`src/phy_mgmt_pkg.sv`:
```
// constants and carriers for the coding / medium-attachment management register bank
// Operation
// - pcs reset bit restores pcs defaults, self-clears
// - pcs loopback bit routes mac frames back
// - fault bit sets on local/remote jabber
// - fault latched, cleared by read, resets one
// - remote jabber counter, clear-on-read, saturates
// - physical collision counter, clear-on-read, saturates
// - plca logical collisions never counted
// - devices-in-package words: 0x000b and zero
// - extended ability reads only bit 3
// - pma reset starts soft reset, self-clears
// - transmit disable blocks mac transmit requests
// - multidrop bit reads one, low power zero
// - pma loopback shares storage with aliases
// - third map holds standard 16-bit words
// - upper two bytes read zero, ignore writes
`default_nettype none
package phy_mgmt_pkg;

  // memory map selectors
  localparam logic [3:0] MAP_PCS = 4'h2;
  localparam logic [3:0] MAP_PMA = 4'h3;

  // register offsets
  localparam logic [15:0] OFS_DEV_PKG_LO = 16'h0005;
  localparam logic [15:0] OFS_DEV_PKG_HI = 16'h0006;
  localparam logic [15:0] OFS_PCS_CTRL = 16'h08f3;
  localparam logic [15:0] OFS_PCS_STAT = 16'h08f4;
  localparam logic [15:0] OFS_RJ_CNT = 16'h08f5;
  localparam logic [15:0] OFS_COL_CNT = 16'h08f6;
  localparam logic [15:0] OFS_EXT_ABIL = 16'h0012;
  localparam logic [15:0] OFS_PMA_CTRL = 16'h08f9;

  // field positions
  localparam int PCS_RST_BIT = 15;
  localparam int PCS_LOOP_BIT = 14;
  localparam int FAULT_BIT = 7;
  localparam int PMA_RST_BIT = 15;
  localparam int TX_DIS_BIT = 14;
  localparam int LOW_PWR_BIT = 11;
  localparam int MULTIDROP_BIT = 10;
  localparam int PMA_LOOP_BIT = 0;

  // fixed read values and reset values
  localparam logic [15:0] DEV_PKG_LO_VAL = 16'h000b;
  localparam logic [15:0] DEV_PKG_HI_VAL = 16'h0000;
  localparam logic [15:0] EXT_ABIL_VAL = 16'h0008;
  localparam logic FAULT_RST = 1'b1;
  localparam logic [15:0] CNT_RST = 16'h0000;
  localparam logic [15:0] CNT_MAX = 16'hffff;
  localparam logic [15:0] UPPER_ZERO = 16'h0000;

  // one register access from the serial link decoder
  typedef struct packed {
    logic wr;
    logic [3:0] memory_map_select; // register map the access targets
    logic [15:0] addr;
    logic [31:0] wdata;
  } reg_req_t;

  // coding sublayer event strobes
  typedef struct packed {
    logic local_jabber;
    logic remote_jabber;
    logic phys_collision;
  } pcs_events_t;

endpackage
`default_nettype wire

```
`src/phy_pcs_pma_mgmt_regs.sv`:
```
// management register bank for the coding and medium-attachment sublayers
`timescale 1ns/1ps
`default_nettype none
module phy_pcs_pma_mgmt_regs (
  input wire logic ref_clk,
  input wire logic nrst,
  input wire logic req_valid,
  input wire phy_mgmt_pkg::reg_req_t req,
  output logic ack,
  output logic [31:0] rdata,
  input wire phy_mgmt_pkg::pcs_events_t events,
  input wire logic station_management_loop_wr,
  input wire logic station_management_loop_val,
  input wire logic soft_reset_done,
  input wire logic mac_tx_req,
  output logic line_tx_req,
  output logic line_tx_enable,
  output logic pcs_loopback,
  output logic pma_loopback,
  output logic pcs_pma_reset,
  output logic soft_reset_req
);

  // state of the bank
  logic pcs_loop_reg; // coding loopback enable
  logic fault_reg; // latched jabber fault
  logic [15:0] rj_cnt_reg; // remote jabber count
  logic [15:0] col_cnt_reg; // physical collision count
  logic tx_dis_reg; // transmitter disable
  logic pma_loop_reg; // shared loopback storage
  logic pcs_rst_reg; // self-clearing pcs reset pulse
  logic soft_rst_reg; // soft reset in progress

  // decoded strobes of the current access
  logic rd_stb, wr_stb;
  logic wr_pcs_ctrl, wr_pma_ctrl;
  logic rd_stat, rd_rj, rd_col;
  logic defaults_now;
  logic [3:0] map_sel; // memory map select of the current access

  // true when an access hits the given map and offset
  function automatic logic hit(input logic [3:0] m, input logic [15:0] a,
                               input logic [3:0] mm, input logic [15:0] aa);
    hit = (m == mm) && (a == aa);
  endfunction

  // saturating counter step with clear-on-read; event beats the clear
  function automatic logic [15:0] cnt_step(input logic [15:0] c, input logic clr, input logic ev);
    logic [15:0] base;
    base = clr ? phy_mgmt_pkg::CNT_RST : c;
    if (ev && base != phy_mgmt_pkg::CNT_MAX) begin
      cnt_step = base + 16'h0001;
    end else begin
      cnt_step = base;
    end
  endfunction

  // strobe decode
  assign rd_stb = req_valid && !req.wr;
  assign wr_stb = req_valid && req.wr;
  assign map_sel = req.memory_map_select;
  assign wr_pcs_ctrl = wr_stb && hit(map_sel, req.addr, phy_mgmt_pkg::MAP_PCS, phy_mgmt_pkg::OFS_PCS_CTRL);
  assign wr_pma_ctrl = wr_stb && hit(map_sel, req.addr, phy_mgmt_pkg::MAP_PMA, phy_mgmt_pkg::OFS_PMA_CTRL);
  assign rd_stat = rd_stb && hit(map_sel, req.addr, phy_mgmt_pkg::MAP_PCS, phy_mgmt_pkg::OFS_PCS_STAT);
  assign rd_rj = rd_stb && hit(map_sel, req.addr, phy_mgmt_pkg::MAP_PCS, phy_mgmt_pkg::OFS_RJ_CNT);
  assign rd_col = rd_stb && hit(map_sel, req.addr, phy_mgmt_pkg::MAP_PCS, phy_mgmt_pkg::OFS_COL_CNT);
  // pcs registers go to defaults on device reset, pcs reset write, or end of soft reset
  assign defaults_now = wr_pcs_ctrl && req.wdata[phy_mgmt_pkg::PCS_RST_BIT];

  // pcs reset pulse: one cycle, then clears by itself
  always_ff @(posedge ref_clk) begin
    if (!nrst) begin
      pcs_rst_reg <= 1'b0;
    end else begin
      pcs_rst_reg <= defaults_now;
    end
  end

  // coding loopback control
  always_ff @(posedge ref_clk) begin
    if (!nrst) begin
      pcs_loop_reg <= 1'b0;
    end else if (defaults_now || (soft_rst_reg && soft_reset_done)) begin
      pcs_loop_reg <= 1'b0;
    end else if (wr_pcs_ctrl) begin
      pcs_loop_reg <= req.wdata[phy_mgmt_pkg::PCS_LOOP_BIT];
    end
  end

  // jabber fault latch; a new jabber wins over the read clear
  always_ff @(posedge ref_clk) begin
    if (!nrst) begin
      fault_reg <= phy_mgmt_pkg::FAULT_RST;
    end else if (defaults_now || (soft_rst_reg && soft_reset_done)) begin
      fault_reg <= phy_mgmt_pkg::FAULT_RST;
    end else if (events.local_jabber || events.remote_jabber) begin
      fault_reg <= 1'b1;
    end else if (rd_stat) begin
      fault_reg <= 1'b0;
    end
  end

  // remote jabber counter
  always_ff @(posedge ref_clk) begin
    if (!nrst) begin
      rj_cnt_reg <= phy_mgmt_pkg::CNT_RST;
    end else if (defaults_now || (soft_rst_reg && soft_reset_done)) begin
      rj_cnt_reg <= phy_mgmt_pkg::CNT_RST;
    end else begin
      rj_cnt_reg <= cnt_step(rj_cnt_reg, rd_rj, events.remote_jabber);
    end
  end

  // physical collision counter; only the line-level collision strobe feeds it
  always_ff @(posedge ref_clk) begin
    if (!nrst) begin
      col_cnt_reg <= phy_mgmt_pkg::CNT_RST;
    end else if (defaults_now || (soft_rst_reg && soft_reset_done)) begin
      col_cnt_reg <= phy_mgmt_pkg::CNT_RST;
    end else begin
      col_cnt_reg <= cnt_step(col_cnt_reg, rd_col, events.phys_collision);
    end
  end

  // soft reset request: set by write, held until the device reports completion
  always_ff @(posedge ref_clk) begin
    if (!nrst) begin
      soft_rst_reg <= 1'b0;
    end else if (soft_rst_reg && soft_reset_done) begin
      soft_rst_reg <= 1'b0;
    end else if (wr_pma_ctrl && req.wdata[phy_mgmt_pkg::PMA_RST_BIT]) begin
      soft_rst_reg <= 1'b1;
    end
  end

  // transmitter disable control
  always_ff @(posedge ref_clk) begin
    if (!nrst) begin
      tx_dis_reg <= 1'b0;
    end else if (soft_rst_reg && soft_reset_done) begin
      tx_dis_reg <= 1'b0;
    end else if (wr_pma_ctrl) begin
      tx_dis_reg <= req.wdata[phy_mgmt_pkg::TX_DIS_BIT];
    end
  end

  // shared loopback storage; register write wins over an alias write
  always_ff @(posedge ref_clk) begin
    if (!nrst) begin
      pma_loop_reg <= 1'b0;
    end else if (soft_rst_reg && soft_reset_done) begin
      pma_loop_reg <= 1'b0;
    end else if (wr_pma_ctrl) begin
      pma_loop_reg <= req.wdata[phy_mgmt_pkg::PMA_LOOP_BIT];
    end else if (station_management_loop_wr) begin
      pma_loop_reg <= station_management_loop_val;
    end
  end

  // read mux: every word is 16 bits, upper half always zero
  logic [15:0] rd_word;
  always_comb begin
    rd_word = 16'h0000; // unmapped reads zero
    if (map_sel == phy_mgmt_pkg::MAP_PCS) begin
      unique case (req.addr)
        phy_mgmt_pkg::OFS_DEV_PKG_LO: rd_word = phy_mgmt_pkg::DEV_PKG_LO_VAL;
        phy_mgmt_pkg::OFS_DEV_PKG_HI: rd_word = phy_mgmt_pkg::DEV_PKG_HI_VAL;
        phy_mgmt_pkg::OFS_PCS_CTRL: rd_word[phy_mgmt_pkg::PCS_LOOP_BIT] = pcs_loop_reg;
        phy_mgmt_pkg::OFS_PCS_STAT: rd_word[phy_mgmt_pkg::FAULT_BIT] = fault_reg;
        phy_mgmt_pkg::OFS_RJ_CNT: rd_word = rj_cnt_reg;
        phy_mgmt_pkg::OFS_COL_CNT: rd_word = col_cnt_reg;
        default: rd_word = 16'h0000;
      endcase
    end else if (map_sel == phy_mgmt_pkg::MAP_PMA) begin
      unique case (req.addr)
        phy_mgmt_pkg::OFS_DEV_PKG_LO: rd_word = phy_mgmt_pkg::DEV_PKG_LO_VAL;
        phy_mgmt_pkg::OFS_DEV_PKG_HI: rd_word = phy_mgmt_pkg::DEV_PKG_HI_VAL;
        phy_mgmt_pkg::OFS_EXT_ABIL: rd_word = phy_mgmt_pkg::EXT_ABIL_VAL;
        phy_mgmt_pkg::OFS_PMA_CTRL: begin
          rd_word[phy_mgmt_pkg::PMA_RST_BIT] = soft_rst_reg;
          rd_word[phy_mgmt_pkg::TX_DIS_BIT] = tx_dis_reg;
          rd_word[phy_mgmt_pkg::LOW_PWR_BIT] = 1'b0;
          rd_word[phy_mgmt_pkg::MULTIDROP_BIT] = 1'b1;
          rd_word[phy_mgmt_pkg::PMA_LOOP_BIT] = pma_loop_reg;
        end
        default: rd_word = 16'h0000;
      endcase
    end
  end

  // answer one cycle after each access, with the value before side effects
  always_ff @(posedge ref_clk) begin
    if (!nrst) begin
      ack <= 1'b0;
      rdata <= 32'h0000_0000;
    end else begin
      ack <= req_valid;
      rdata <= rd_stb ? {phy_mgmt_pkg::UPPER_ZERO, rd_word} : 32'h0000_0000;
    end
  end

  // transmit path gate toward the line driver
  always_ff @(posedge ref_clk) begin
    if (!nrst) begin
      line_tx_req <= 1'b0;
      line_tx_enable <= 1'b1;
    end else begin
      line_tx_req <= mac_tx_req && !tx_dis_reg;
      line_tx_enable <= !tx_dis_reg;
    end
  end

  // control outputs straight from the state flops
  assign pcs_loopback = pcs_loop_reg;
  assign pma_loopback = pma_loop_reg;
  assign pcs_pma_reset = pcs_rst_reg;
  assign soft_reset_req = soft_rst_reg;
endmodule
`default_nettype wire

```
`config.mk`:
```
export PLATFORM = sky130hd
export DESIGN_NAME = phy_pcs_pma_mgmt_regs
export DESIGN_NICKNAME = d
export VERILOG_FILES = /design/src/phy_mgmt_pkg.sv /design/src/phy_pcs_pma_mgmt_regs.sv
export SDC_FILE = /design/constraint.sdc
export NUM_CORES = 1
export LEC_CHECK = 0
export BUFFER_PORTS_ARGS = -buffer_cell sky130_fd_sc_hd__buf_4
export CAP_MARGIN = 10
export CORE_ASPECT_RATIO = 1.2
export CORE_MARGIN = 3
export CORE_UTILIZATION = 43
export DETAILED_ROUTE_END_ITERATION = 8
export PLACE_DENSITY = 0.68
export SLEW_MARGIN = 0
export SYNTH_ARGS = -nofsm -noshare
export SYNTH_HDL_FRONTEND = slang
export SYNTH_SLANG_ARGS = --single-unit
```
`constraint.sdc`:
```
create_clock -name ref_clk -period 6.3 [get_ports ref_clk]
set_clock_uncertainty 0.2 [all_clocks]
set_input_delay 1.575 -clock ref_clk [delete_from_list [all_inputs] [get_ports ref_clk]]
set_output_delay 1.575 -clock ref_clk [all_outputs]
set_load 0.005 [all_outputs]
```
==> impl_metrics.yaml <==
clock_network:
  cts-root-buf: "clkbuf_8"
  clock_latency_ps: 340
  cts_buffers: 9
  cts_tree: "yes"
  ctsHoldBuffers: 0
  ctsResizeCount: 0
  htreeDepth: 3
  clk_pin_slew_ps: 70
  postCtsSetupRepairBufs: 0
  cts.sinks: 57
  cts_buffer_depth: 2
grt:
  grt_pass1_vias: 2541
  grt-ovfl-total: 0
  grt_pass1_wl_um: 12100
  track_usage_pct: 19.3
  grt_max_degree: 16
  grtUsageMet3_pct: 3.71
  grt_busiest_layer: "met2"
  antenna_found_initial: 0
  grt_util_met1_pct: 24.7
  grtUsageMet2_pct: 30.7
setup_path:
  crit_chain: "buf_4, nor4b_4, nand4_4, or2_0, and2_1, ha_1, nand4_1, or4_4, o211ai_2, or3_1, a21oi_1"
  slowest_stage: "nor4b_4"
  criticalPathCategory: "primary input to flop"
  critPathLaunchType: "primary input"
  end_kind: "flop"
  crit_family: "simple AND/OR/NAND/NOR gates"
  cp_num_buf_inv: 1
  slowest_delay_ps: 460
  cp.arrival_ps: 4280
  worstPathRequired_ps: 6360
  critical_path.max_fanout: 10
place:
  io_buffers: 56
  dp_slack_ps: 1720
  placed_cell_area_mm2: 0.00342
  place.gp.congestion: 0.830
  dp.cells: 486
  dp_hpwl_um: 5710
final_layout:
  fin_area_mm2: 0.00367
  nNetsFinal: 477
  layout-drive-gt1-share_pct: 20.1
  stdcell_count: 502
  area_growth_pct: 22.2
  antennaDiodeCount: 0
die:
  initial_core_util_pct: 45.4
  die_x_um: 82.3
  die_h_um: 97.5
  core_mm2: 0.00661
  row_count: 32
  ios: 102
  die_area_mm2: 0.00802
run:
  maxCapViolCount: 0
logic_synthesis:
  synth_mux_area_share_pct: 2.38
  synthCells: 354
  yosys.area_share.simple_pct: 33.8
  ys.flop_type: "dfxtp_1"
  yosys_warnings: 0
  ys_seq_elements: 57
  synth_edf_count: 0
  synth_compound_area_share_pct: 15.8
  synth.distinct_cells: 61
  synth_xor_area_share_pct: 2.92
  ys_seq_area_share_pct: 38.0
  synth_top_family_by_area: "simple AND/OR/NAND/NOR gates"
  synthArstFlopShare_pct: 0
  avgSynthCellArea_um2: 8.48
  synth_fa_ha_area_share_pct: 0.834
  netlist_area_mm2: 0.00300
sta:
  finalWorstSetupSlack_ps: 2080
  rsz0062_at_grt: "no"
  period_needed_ps: 4220
  maxSlewViolCount: 0
  clock.fmax_ghz: 0.237
  holdWs_ps: 231
  fin_crit_sh_pct: 67.0
  tns_ps: 0
  setup_viol: 0
  relSlewSlack_pct: 34.5
  hold_violations: 0
  worst_slew_pin_slew_ps: 979
route:
  final_antenna_net_count: 0
  firstDrtPassIters: 5
  drt_iter0_markers: 119
  vias_per_cell: 5.64
  wirelength_um: 7490
  drc: 0
  wl_per_cell_um: 14.9
  vias: 2833
worst_hold_path:
  holdCritPathClass: "flop to flop"
power_and_ir_drop:
  peakVddDrop_mv: 0.153
  power.density_mw_per_mm2: 228
  power.leakage_nw: 1.36
status:
  outcome: "finished clean"
## final timing paths
kind,start,end,slack [ps],cells after the start
max,req[51],col_cnt_reg[15],2080,11
min,tx_dis_reg,line_tx_enable,230,1
max reg2reg,rj_cnt_reg[0],rj_cnt_reg[0],4020,8
min reg2reg,tx_dis_reg,line_tx_enable,230,1
## stage by stage
| step | total power [mW] | util (%) |
|---|---|---|
| after floorplan | 0.404 | - |
| after global placement | 0.424 | 51.8 |
| after detailed placement | 0.425 | 51.8 |
| after CTS | 0.843 | 55.5 |
| after global routing | 0.863 | 55.5 |
| final | 0.837 | 55.5 |
## cells in the mapped netlist (4+ instances only)
library cell  number  area (um^2)
nor2_1            46          173
a21oi_1           16         80.1
nand3_1           23          115
inv_1              6         22.5
mux2i_1            6         60.1
and2_1             5         31.3
nand4_1           18          113
xor2_1             8         70.1
or3_1              6         37.5
nor2b_1            7         43.8
and3_1             5         31.3
buf_4             18          135
dfxtp_1           57         1140
nor3_1             9         45.0
a211oi_1           4         30.0
a22oi_1           14          105
o21ai_0           13         65.1
and4_1             4         35.0
nand2_1           25         93.8
## metal layers
metal	routed length (um)	share of wire, %
met5	0	0
met4	110	1.5
met3	326	4.4
met2	3800	51
met1	3250	43
## kinds of logic (layout without fill, tap and decap cells)
kind of cell / Yosys count / count (layout)
mux: 7 / 7
flops: 57 / 57
xor+xnor: 10 / 10
simple gates: 177 / 177
buf+inv: 30 / 78
fa+ha+maj: 2 / 2
compound gates: 70 / 70
other cells: 1 / 16
## layout by cell type, fill, tap and decap left out, types with 3 or more instances in the layout
| cell | synthesis | routed |
|---|---|---|
| dfxtp_1 | 57 | 57 |
| buf_4 | 18 | 56 |
| nor2_1 | 46 | 46 |
| nand2_1 | 25 | 25 |
| nand3_1 | 23 | 23 |
| nand4_1 | 18 | 18 |
| a21oi_1 | 16 | 16 |
| conb_1 | 1 | 16 |
| a22oi_1 | 14 | 14 |
| o21ai_0 | 13 | 13 |
| clkbuf_8 | 0 | 10 |
| nor3_1 | 9 | 9 |
| xor2_1 | 8 | 8 |
| nor2b_1 | 7 | 7 |
| inv_1 | 6 | 6 |
| mux2i_1 | 6 | 6 |
| or3_1 | 6 | 6 |
| and2_1 | 5 | 5 |
| and3_1 | 5 | 5 |
| and4_1 | 4 | 4 |
| a211oi_1 | 4 | 4 |
| nor3b_1 | 3 | 3 |
| a31oi_1 | 3 | 3 |
| nand4b_1 | 3 | 3 |
| nor4_1 | 3 | 3 |
| bufinv_16 | 0 | 3 |
## layout make-up
cell class | instances | area [um^2]
sequential | 57 | 1140
tap | 85 | 106
clock buffer | 11 | 141
fill | 639 | 2940
multi-input combinational | 282 | 1730
clock inverter | 5 | 103
timing repair buffer | 56 | 420
inverter | 6 | 22.5
## power by group
part	switching, mW	internal (mW)	leakage, nW
Sequential	0.00349	0.364	0.461
Combinational	0.0259	0.0242	0.780
Clock	0.147	0.273	0.120
(Power assumes the default switching activity.)
